### src/pkg/rxgl_regs.svh
`ifndef RXGL_REGS_SVH
`define RXGL_REGS_SVH

// Register offsets on the configuration port
`define RXGL_GAIN_STAGE_CONTROL_OFS 7'h12
`define RXGL_GAIN_THRESHOLD_START_OFS 7'h13

// Reset values
`define RXGL_GAIN_STAGE_CONTROL_RST 8'h75
`define RXGL_GAIN_THRESHOLD_START_RST 8'h38

// gain_stage_control fields
`define RXGL_FLOOR_BIT 7
`define RXGL_CEIL_BIT 6
`define RXGL_SWP_MSB 5
`define RXGL_SWP_LSB 4
`define RXGL_OFF_BIT 3
`define RXGL_HYST_BIT 2
`define RXGL_AVG_MSB 1
`define RXGL_AVG_LSB 0

// gain_threshold_start fields
`define RXGL_DOWN_MSB 7
`define RXGL_DOWN_LSB 5
`define RXGL_INIT_MSB 4
`define RXGL_INIT_LSB 0

// Down-margin base, 4.5 dB in 1.5 dB level units
`define RXGL_DOWN_BASE 7'h03

// Amplifier codes at which the second stage switches
`define RXGL_SWP_CODE0 6'h00
`define RXGL_SWP_CODE1 6'h0a
`define RXGL_SWP_CODE2 6'h13
`define RXGL_SWP_CODE3 6'h20

`endif

### src/pkg/rxgl_pkg.sv
package rxgl_pkg;

  // Second amplifier stage gain codes
  typedef enum logic [1:0] {
    RXGL_AMP_MIN = 2'h0,
    RXGL_AMP_MED = 2'h1,
    RXGL_AMP_MAX = 2'h2,
    RXGL_AMP_MID_HIGH = 2'h3
  } rxgl_amp_t;

  // Hysteresis tracker, one-hot
  typedef enum logic [2:0] {
    RXGL_HOLD = 3'h1,
    RXGL_PEND_UP = 3'h2,
    RXGL_PEND_DN = 3'h4
  } rxgl_hyst_t;

endpackage

### src/rtl/rxgl_core.sv
// Function
// - Floor bit picks second stage lowest gain: 0 minimum, 1 medium.
// - Ceiling bit picks second stage highest gain: 0 medium, 1 maximum.
// - Switch-point code picks amplifier code where second stage switches.
// - Floor 1 with ceiling 0 fixes second stage gain from switch-point code.
// - Loop-off bit holds amplifier gain at the initial gain code.
// - Hysteresis demands two consecutive evaluations before a single step.
// - Magnitude averaged over 2, 4, 8 or 16 samples by code.
// - Gain lowered above reference plus up-margin plus 4.5 to 15 dB down-margin.
// - Initial gain code loaded whenever receive chain switches on.
// - Loop never raises gain above initial gain code.
// - Gain raised below reference plus 0 to 10.5 dB up-margin.
// - Five-bit sense reference is the common threshold base.
`timescale 1ns/1ps
`default_nettype none
`include "rxgl_regs.svh"

module rxgl_core #(
  parameter int MAG_W = 8
) (
  input wire logic clk, // 250 MHz
  input wire logic rst_n, // Sync reset, active low
  input wire logic [6:0] cfg_addr, // Register offset
  input wire logic cfg_wr_en, // Write strobe
  input wire logic cfg_rd_en, // Read strobe
  input wire logic [7:0] cfg_wdata, // Write data
  output logic [7:0] cfg_rdata, // Read data, held
  input wire logic rx_on, // Receive chain enabled
  input wire logic sample_valid, // Filter output strobe
  input wire logic [MAG_W-1:0] sample_mag, // Magnitude, 1.5 dB units
  input wire logic [4:0] sense_level, // Sense reference
  input wire logic [2:0] up_margin, // Up-margin code
  output logic [4:0] vga_gain, // Amplifier gain code
  output rxgl_pkg::rxgl_amp_t second_amp_stage, // Second stage gain
  output logic [MAG_W-1:0] avg_mag, // Averaged magnitude
  output logic avg_valid // One-cycle pulse per average
);
  import rxgl_pkg::*;

  // ************************************************
  // Registers
  // ************************************************
  logic [7:0] ctrl_ff, nxt_ctrl;
  logic [7:0] thr_ff, nxt_thr;
  logic [7:0] rdata_ff, nxt_rdata;

  always_comb begin
    nxt_ctrl = ctrl_ff;
    nxt_thr = thr_ff;
    nxt_rdata = rdata_ff;
    if (cfg_wr_en && cfg_addr == `RXGL_GAIN_STAGE_CONTROL_OFS) begin
      nxt_ctrl = cfg_wdata;
    end
    if (cfg_wr_en && cfg_addr == `RXGL_GAIN_THRESHOLD_START_OFS) begin
      nxt_thr = cfg_wdata;
    end
    if (cfg_rd_en) begin
      unique case (cfg_addr)
        `RXGL_GAIN_STAGE_CONTROL_OFS: nxt_rdata = ctrl_ff;
        `RXGL_GAIN_THRESHOLD_START_OFS: nxt_rdata = thr_ff;
        default: nxt_rdata = 8'h00;
      endcase
    end
  end

  always_ff @(posedge clk) begin
    if (!rst_n) begin
      ctrl_ff <= `RXGL_GAIN_STAGE_CONTROL_RST;
      thr_ff <= `RXGL_GAIN_THRESHOLD_START_RST;
      rdata_ff <= 8'h00;
    end else begin
      ctrl_ff <= nxt_ctrl;
      thr_ff <= nxt_thr;
      rdata_ff <= nxt_rdata;
    end
  end

  assign cfg_rdata = rdata_ff;

  logic floor_sel, ceil_sel, gain_loop_off, gain_step_hyst;
  logic [1:0] switch_point, magnitude_avg_len;
  logic [2:0] down_code;
  logic [4:0] init_gain;

  assign floor_sel = ctrl_ff[`RXGL_FLOOR_BIT];
  assign ceil_sel = ctrl_ff[`RXGL_CEIL_BIT];
  assign switch_point = ctrl_ff[`RXGL_SWP_MSB:`RXGL_SWP_LSB];
  assign gain_loop_off = ctrl_ff[`RXGL_OFF_BIT];
  assign gain_step_hyst = ctrl_ff[`RXGL_HYST_BIT];
  assign magnitude_avg_len = ctrl_ff[`RXGL_AVG_MSB:`RXGL_AVG_LSB];
  assign down_code = thr_ff[`RXGL_DOWN_MSB:`RXGL_DOWN_LSB];
  assign init_gain = thr_ff[`RXGL_INIT_MSB:`RXGL_INIT_LSB];

  // ************************************************
  // Magnitude averager
  // ************************************************
  localparam int ACC_W = MAG_W + 4;
  logic [ACC_W-1:0] acc_ff, nxt_acc, acc_sum;
  logic [3:0] cnt_ff, nxt_cnt, last_cnt;
  logic [MAG_W-1:0] avg_ff, nxt_avg;
  logic avg_vld_ff, nxt_avg_vld;
  logic rx_on_ff, nxt_rx_on;
  logic rx_rise;

  assign rx_rise = rx_on && !rx_on_ff;
  // Last sample index of a window of 2 << code samples
  assign last_cnt = 4'((4'h2 << magnitude_avg_len) - 4'h1);
  assign acc_sum = acc_ff + ACC_W'(sample_mag);

  always_comb begin
    nxt_acc = acc_ff;
    nxt_cnt = cnt_ff;
    nxt_avg = avg_ff;
    nxt_avg_vld = 1'b0;
    nxt_rx_on = rx_on;
    if (!rx_on || rx_rise) begin
      // Start every receive period with a fresh window
      nxt_acc = '0;
      nxt_cnt = 4'h0;
    end else if (sample_valid) begin
      if (cnt_ff >= last_cnt) begin
        // Shift amount kept in three bits, else code 3 wraps to no division
        nxt_avg = MAG_W'(acc_sum >> (3'(magnitude_avg_len) + 3'h1));
        nxt_avg_vld = 1'b1;
        nxt_acc = '0;
        nxt_cnt = 4'h0;
      end else begin
        nxt_acc = acc_sum;
        nxt_cnt = cnt_ff + 4'h1;
      end
    end
  end

  always_ff @(posedge clk) begin
    if (!rst_n) begin
      acc_ff <= '0;
      cnt_ff <= 4'h0;
      avg_ff <= '0;
      avg_vld_ff <= 1'b0;
      rx_on_ff <= 1'b0;
    end else begin
      acc_ff <= nxt_acc;
      cnt_ff <= nxt_cnt;
      avg_ff <= nxt_avg;
      avg_vld_ff <= nxt_avg_vld;
      rx_on_ff <= nxt_rx_on;
    end
  end

  assign avg_mag = avg_ff;
  assign avg_valid = avg_vld_ff;

  // ************************************************
  // Gain loop
  // ************************************************
  logic [6:0] up_thr, dn_thr;
  logic want_up, want_dn;
  logic [4:0] gain_ff, nxt_gain;
  rxgl_hyst_t hyst_ff, nxt_hyst;

  assign up_thr = 7'(sense_level) + 7'(up_margin);
  assign dn_thr = up_thr + `RXGL_DOWN_BASE + 7'(down_code);
  assign want_up = (avg_ff < MAG_W'(up_thr)) && (gain_ff < init_gain);
  assign want_dn = (avg_ff > MAG_W'(dn_thr)) && (gain_ff != 5'h00);

  always_comb begin
    nxt_gain = gain_ff;
    nxt_hyst = hyst_ff;
    if (rx_rise || gain_loop_off) begin
      nxt_gain = init_gain;
      nxt_hyst = RXGL_HOLD;
    end else if (avg_vld_ff) begin
      if (gain_ff > init_gain) begin
        // Ceiling lowered by software: jump to it at the next evaluation
        nxt_gain = init_gain;
        nxt_hyst = RXGL_HOLD;
      end else if (want_up) begin
        if (!gain_step_hyst || hyst_ff == RXGL_PEND_UP) begin
          nxt_gain = gain_ff + 5'h01;
          nxt_hyst = RXGL_HOLD;
        end else begin
          nxt_hyst = RXGL_PEND_UP;
        end
      end else if (want_dn) begin
        if (!gain_step_hyst || hyst_ff == RXGL_PEND_DN) begin
          nxt_gain = gain_ff - 5'h01;
          nxt_hyst = RXGL_HOLD;
        end else begin
          nxt_hyst = RXGL_PEND_DN;
        end
      end else begin
        nxt_hyst = RXGL_HOLD;
      end
    end
  end

  always_ff @(posedge clk) begin
    if (!rst_n) begin
      gain_ff <= 5'h00;
      hyst_ff <= RXGL_HOLD;
    end else begin
      gain_ff <= nxt_gain;
      hyst_ff <= nxt_hyst;
    end
  end

  assign vga_gain = gain_ff;

  // ************************************************
  // Second amplifier stage
  // ************************************************
  rxgl_amp_t amp_ff, nxt_amp;
  rxgl_amp_t amp_floor, amp_ceil;
  logic [5:0] swp_code;

  assign amp_floor = floor_sel ? RXGL_AMP_MED : RXGL_AMP_MIN;
  assign amp_ceil = ceil_sel ? RXGL_AMP_MAX : RXGL_AMP_MED;

  always_comb begin
    unique case (switch_point)
      2'h0: swp_code = `RXGL_SWP_CODE0;
      2'h1: swp_code = `RXGL_SWP_CODE1;
      2'h2: swp_code = `RXGL_SWP_CODE2;
      2'h3: swp_code = `RXGL_SWP_CODE3;
    endcase
    if (floor_sel && !ceil_sel) begin
      unique case (switch_point)
        2'h0: nxt_amp = RXGL_AMP_MID_HIGH;
        2'h1: nxt_amp = RXGL_AMP_MIN;
        2'h2: nxt_amp = RXGL_AMP_MED;
        2'h3: nxt_amp = RXGL_AMP_MAX;
      endcase
    end else begin
      // High amplifier codes mean weak signal: second stage at its ceiling
      nxt_amp = (6'(gain_ff) >= swp_code) ? amp_ceil : amp_floor;
    end
  end

  always_ff @(posedge clk) begin
    if (!rst_n) begin
      amp_ff <= RXGL_AMP_MIN;
    end else begin
      amp_ff <= nxt_amp;
    end
  end

  assign second_amp_stage = amp_ff;
endmodule

`default_nettype wire

### config.mk
export PLATFORM = sky130hd
export DESIGN_NAME = rxgl_core
export DESIGN_NICKNAME = d
export VERILOG_FILES = /design/src/pkg/rxgl_pkg.sv /design/src/rtl/rxgl_core.sv
export VERILOG_INCLUDE_DIRS = /design/src /design/src/pkg
export SDC_FILE = /design/constraint.sdc
export NUM_CORES = 1
export LEC_CHECK = 0
export ABC_AREA = 1
export ABC_CLOCK_PERIOD_IN_PS = 3920
export BUFFER_PORTS_ARGS = -buffer_cell sky130_fd_sc_hd__buf_2
export CORE_UTILIZATION = 45
export DETAILED_ROUTE_END_ITERATION = 10
export PLACE_DENSITY = 0.61
export SLEW_MARGIN = 30
export SYNTH_ARGS = -nofsm -noshare
export SYNTH_HDL_FRONTEND = slang
export SYNTH_SLANG_ARGS = --single-unit
### constraint.sdc
create_clock -name clk -period 3.92 [get_ports clk]
set_input_delay 0.196 -clock clk [delete_from_list [all_inputs] [get_ports clk]]
set_output_delay 0.196 -clock clk [all_outputs]
set_load 0.01 [all_outputs]
## After elaboration in Yosys (flattened, before gate mapping)

Index checks and enable logic that the tools add are counted.
Widths: inputs -> output; s select.

- Register bits: 60
- Output and inout bits: 24
- Word-level logic and storage cells: 85

- $add $sub $neg: 9
- Order comparisons: 6
- Equal/unequal tests: 8
- Shift-type cells: 2
- Multiplexer cells: 22
- Bitwise gates (word level): 3
- Reductions and logical operators: 24

Operator list:

| operator | count |
|---|---|
| $mux 5 | 7 |
| $pmux 6 s4 | 1 |
| $pmux 8 s2 | 1 |
| $eq 7x5->1 const B | 2 |
| $add 12x8->12 | 1 |
| $mux 12 | 1 |
| $mux 3 | 4 |
| $shr 12x3->8 | 1 |
| $gt 8x7->1 | 1 |
| $lt 8x6->1 | 1 |
| $mux 2 | 4 |
| $pmux 2 s4 | 1 |
| $reduce_bool 4->1 | 2 |
| $add 6x2->7 const B | 1 |
| $add 7x3->7 | 1 |
| $add 5x3->6 | 1 |
| $ge 5x6->1 | 1 |
| $logic_and 1x1->1 | 6 |
| $add 5x1->5 const B | 1 |
| $gt 5x5->1 | 1 |
| $lt 5x5->1 | 1 |
| $reduce_bool 5->1 | 1 |
| $sub 5x1->5 const B | 1 |
| $add 4x1->4 const B | 1 |
| other kinds (20) | 31 |

## Longest topological paths before layout

- Depth after elaboration: 10
- Gate-level depth with buffers: 25
- Depth with buffers taken out: 25

## Least setup slack after synthesis

Ideal clock, no wire load.

- Path type: input to register
- Start: input sense_level[0]
- End: register gain_ff[0] (netlist: vga_gain[0])
- Setup time: 113 ps
- Arrival time: 3137 ps
- Setup slack: 671 ps
- Stages: 23
- Buffers on the path: 0
- Path through: ha_1 inv_1 fa_1 ha_1 inv_1 ha_1 inv_1 fa_1 nor2_1 o21ai_0 xor2_1 ha_1 nand2_1 nor2_1 nand2_1 o21ai_0 inv_1 nand3_1 nand3_1 nand2_2 nand3_1 nand2_1 nor2_1

- Longest elaborated chain between the ends: 7
- Elaborated cells on any way between the ends: 15
- Those cells by class: 3 x add/sub; 2 x order compare; 1 x eq/ne; 4 x mux; 5 x reduce/logical

RTL lines:

| what | RTL line | source |
|---|---|---|
| start: declaration | rxgl_core.sv:31 | `input wire logic [4:0] sense_level,` |
| $add 5x3->6 (*) | rxgl_core.sv:161 | `assign up_thr = 7'(sense_level) + 7'(up_margin);` |
| $add 6x2->7 (no line) / $lt 8x6->1 (equally long branches) | n/a |  |
| $add 7x3->7 / $logic_and 1x1->1 (equally long branches) | rxgl_core.sv:162, rxgl_core.sv:163 |  |
| $gt 8x7->1 / $mux 5 (equally long branches) | rxgl_core.sv:164, rxgl_core.sv:177 |  |
| $logic_and 1x1->1 / $mux 5 (equally long branches) | rxgl_core.sv:164, rxgl_core.sv:173 |  |
| $reduce_bool 4->1 (no line) / $mux 5 (equally long branches) | n/a |  |
| $reduce_and 4->1 (no line) / $mux 5 (equally long branches) | n/a |  |
| end signal: assignment | rxgl_core.sv:202 | `gain_ff <= nxt_gain;` |
| end: declaration | rxgl_core.sv:158 | `logic [4:0] gain_ff, nxt_gain;` |

Mark *: on every way between the ends. The rest lies on a longest branch, timed or not. The select of a mux whose other input is x is not followed.
A chain may end at the register's enable or synchronous reset.

## Worst setup path in the final report

- Start: input sense_level[0]
- End: register gain_ff[1] (netlist: vga_gain[1])

Same word-level chain as after synthesis.

==> impl_metrics.toml <==
[logic_synthesis]
synth_warnings = 0
synth-edff-count = 0
synth_nets = 732
avgSynthCellArea_um2 = 6.826
synthMuxAreaShare_pct = 0
synthSimpleGateAreaFrac_pct = 29.68
ys_seq_elements = 60
yosysSeqAreaShare_pct = 27.37
post-synth-top-count-cell = "nand2_1"
synth_xor_xnor_area_share_pct = 2.195
synth_top_family_by_area = "simple AND/OR/NAND/NOR gates"
yosys.area.top_type = "dfxtp_1"
synth_compound_area_share_pct = 14.88
synth_fa_ha_area_share_pct = 15.51
synth.area.top_cells = "dfxtp_1 (27%), ha_1 (14%), nand2_1 (12%)"
synthFlopType = "dfxtp_1"
yosys.cell_types.count = 46
synth.top_cell.area_share_pct = 27.37
synthCells = 643
synthArstFlopShare_pct = 0
synthesis.area_um2 = 4389
synth_commonest_cells = "nand2_1 (136), inv_1 (100), nor2_1 (70), dfxtp_1 (60), ha_1 (48)"

[routing]
drtIter0Drc = 130
final_antenna_net_count = 0
drt-pass1-iter-count = 5
drt-total-wl_um = 10680
route.detailed.drc = 0
viasPerCell = 4.996
vias = 4182
wl_per_cell_um = 12.76

[layout]
area_delta_synth_final_pct = 13.17
drive_gt1_share_pct = 15.11
final_nets = 792
final_area_um2 = 4967
antenna_cells = 0

[timing]
timing.final.hold_violations = 0
finalMaxSlewViolations = 0
worstMarginPinSlew_ns = 0.6926
fin_tns_setup_ns = 0
clock_skew_ns = 0.01217
setup_viol = 0
rsz0062_at_grt = "no"
finalCritPeriodShare_pct = 85.08
fmax_mhz = 299.8
min_period_ns = 3.335
slew_headroom_pct = 53.66

[global_routing]
overflow = 0
grt_max_degree = 30
grt_antenna_before_repair = 0
grt_use_total_pct = 22.46
grt_pass1_wl_um = 18090
grt_pass1_vias = 3914

[setup_path]
worstSetupStartpointType = "input pin"
arrival_ns = 3.58
cp_slowest_stage_delay_ns = 0.44
path_max_fanout = 5
crit_chain = "buf_2 -> ha_1 -> inv_1 -> fa_1 -> ha_1 -> inv_1 -> ha_1 -> inv_1 -> fa_1 -> nor2_1 -> o21ai_0 -> xor2_1 -> ha_1 -> nand2_1 -> nor2_1 -> nand2_1 -> o21ai_0 -> inv_1 -> nand3_1 -> nand3_1 -> nand2_2 -> nand3_1 -> nand2_1 -> nor2_1"
end_kind = "register"
worstSetupPathType = "in2reg"
critPathRequiredTime_ns = 4.16
cp_slowest_cell = "fa_1"

[status]
run_status = "finished clean"

[clock_tree]
root_buffer = "clkbuf_8"
clock_path_buffers = 2
numCtsBuffers = 9
cts_tree = "built"
post_cts_buffers = 0
clkTransAtPathRegs_ns = 0.08
cts.repair.resized = 0
clk_latency_ns = 0.34
cts.sinks = 60
cts_hold_buf = 0
h-tree-depth = 3

[die]
core_um2 = 9328
pin_count = 61
num_rows = 35
floorplan.initialDensity_pct = 47.06
dieHeight_um = 100.8
dieWidth_um = 100.8
dieArea_um2 = 10150

[placed_design]
io_buffers = 60
post-dp-hpwl_um = 8375
place_area_um2 = 4800
finalWeightedCongestion = 0.8756

[min_path]
hold_class = "in2reg"

[run]
drv_cap = 0

[power]
p_per_area_nw_per_um2 = 288.0
ir_drop_mv = 0.1987
leakage_uw = 0.002626
## final timing paths
kind                                    end  depth (start not counted)      startpoint  slack, ns
worst max-delay path            vga_gain[1]                         24  sense_level[0]       0.58
worst min-delay path              thr_ff[4]                          3    cfg_wdata[4]       0.09
worst max register to register  vga_gain[1]                         21       thr_ff[6]       0.84
worst min register to register    acc_ff[4]                          2       acc_ff[4]       0.48
## placed cells by master, fill, tap and decap left out, types with 4 or more instances in the layout
cell type,netlist,layout
a21oi_1,46,46
buf_2,5,60
clkbuf_8,0,9
clkinv_2,0,4
dfxtp_1,60,60
fa_1,4,4
ha_1,48,48
inv_1,100,100
nand2_1,136,136
nand2_2,6,6
nand3_1,43,43
nand3_2,5,5
nand3b_1,4,4
nor2_1,70,70
nor2_2,4,4
o211ai_1,7,7
o21ai_0,37,37
o21ai_1,6,6
o22ai_1,10,10
xor2_1,8,8
## metrics by stage
step	util, %	power [uW]	setup slack [ns]	std cells	hold slack, ns
floorplan	-	868.6	0.6706	643	0.2895
global placement	51.46	948.6	0.3773	821	0.4390
detailed placement	51.46	956.8	0.2190	821	0.4409
CTS	53.25	1444	0.5889	837	0.08133
global route	53.25	1518	0.2936	837	0.1018
finish	53.25	1431	0.5848	837	0.09264
## final cells by class
cell class / count / area (um2)
Clock inverter: 7 / 43.79
Multi-Input combinational cell: 466 / 2733
Timing Repair Buffer: 61 / 307.8
Inverter: 105 / 396.6
Clock buffer: 9 / 123.9
Sequential cell: 60 / 1201
Tap cell: 129 / 161.4
Fill cell: 982 / 4360
## logic make-up (layout without fill, tap and decap cells)
group,count (synthesis),after routing
AOI/OAI and AO/OA,116,116
adders and majority gates,52,52
DFF,60,60
xor gates and xnor gates,11,11
buffers and inverters,117,182
and+or+nand+nor,287,287
## metal layers
metal	track usage [%]	wire length (um)	vias to the layer above
li1	-	-	2206
met1	31.01	5332	1877
met2	36.09	4788	90
met3	3.814	446	9
met4	6.132	109	0
met5	0	0	-
## registers in the layout, summed over array words and instances (netlist names)
| register | flops |
|---|---|
| acc_ff | 12 |
| avg_mag | 8 |
| cfg_rdata | 8 |
| ctrl_ff | 8 |
| thr_ff | 8 |
| vga_gain | 5 |
| cnt_ff | 4 |
| hyst_ff | 3 |
| second_amp_stage | 2 |
| avg_valid | 1 |
| rx_on_ff | 1 |
## critical path, delay by kind of cell
| kind | cells | cell delay (ns) |
|---|---|---|
| buffers and inverters | 5 | 0.35 |
| XOR/XNOR | 1 | 0.17 |
| adder cells (fa/ha/maj) | 6 | 1.79 |
| AO/OA/AOI/OAI | 2 | 0.17 |
| AND/OR/NAND/NOR | 10 | 0.88 |
## power by group
| group | leakage, uW | total [uW] | internal (uW) | switching (uW) |
|---|---|---|---|---|
| sequential | 0.000487 | 633 | 621 | 12.1 |
| combinational | 0.00205 | 311 | 122 | 190 |
| clock | 0.0000848 | 486 | 225 | 260 |
Power figures use the tool's default switching activity.
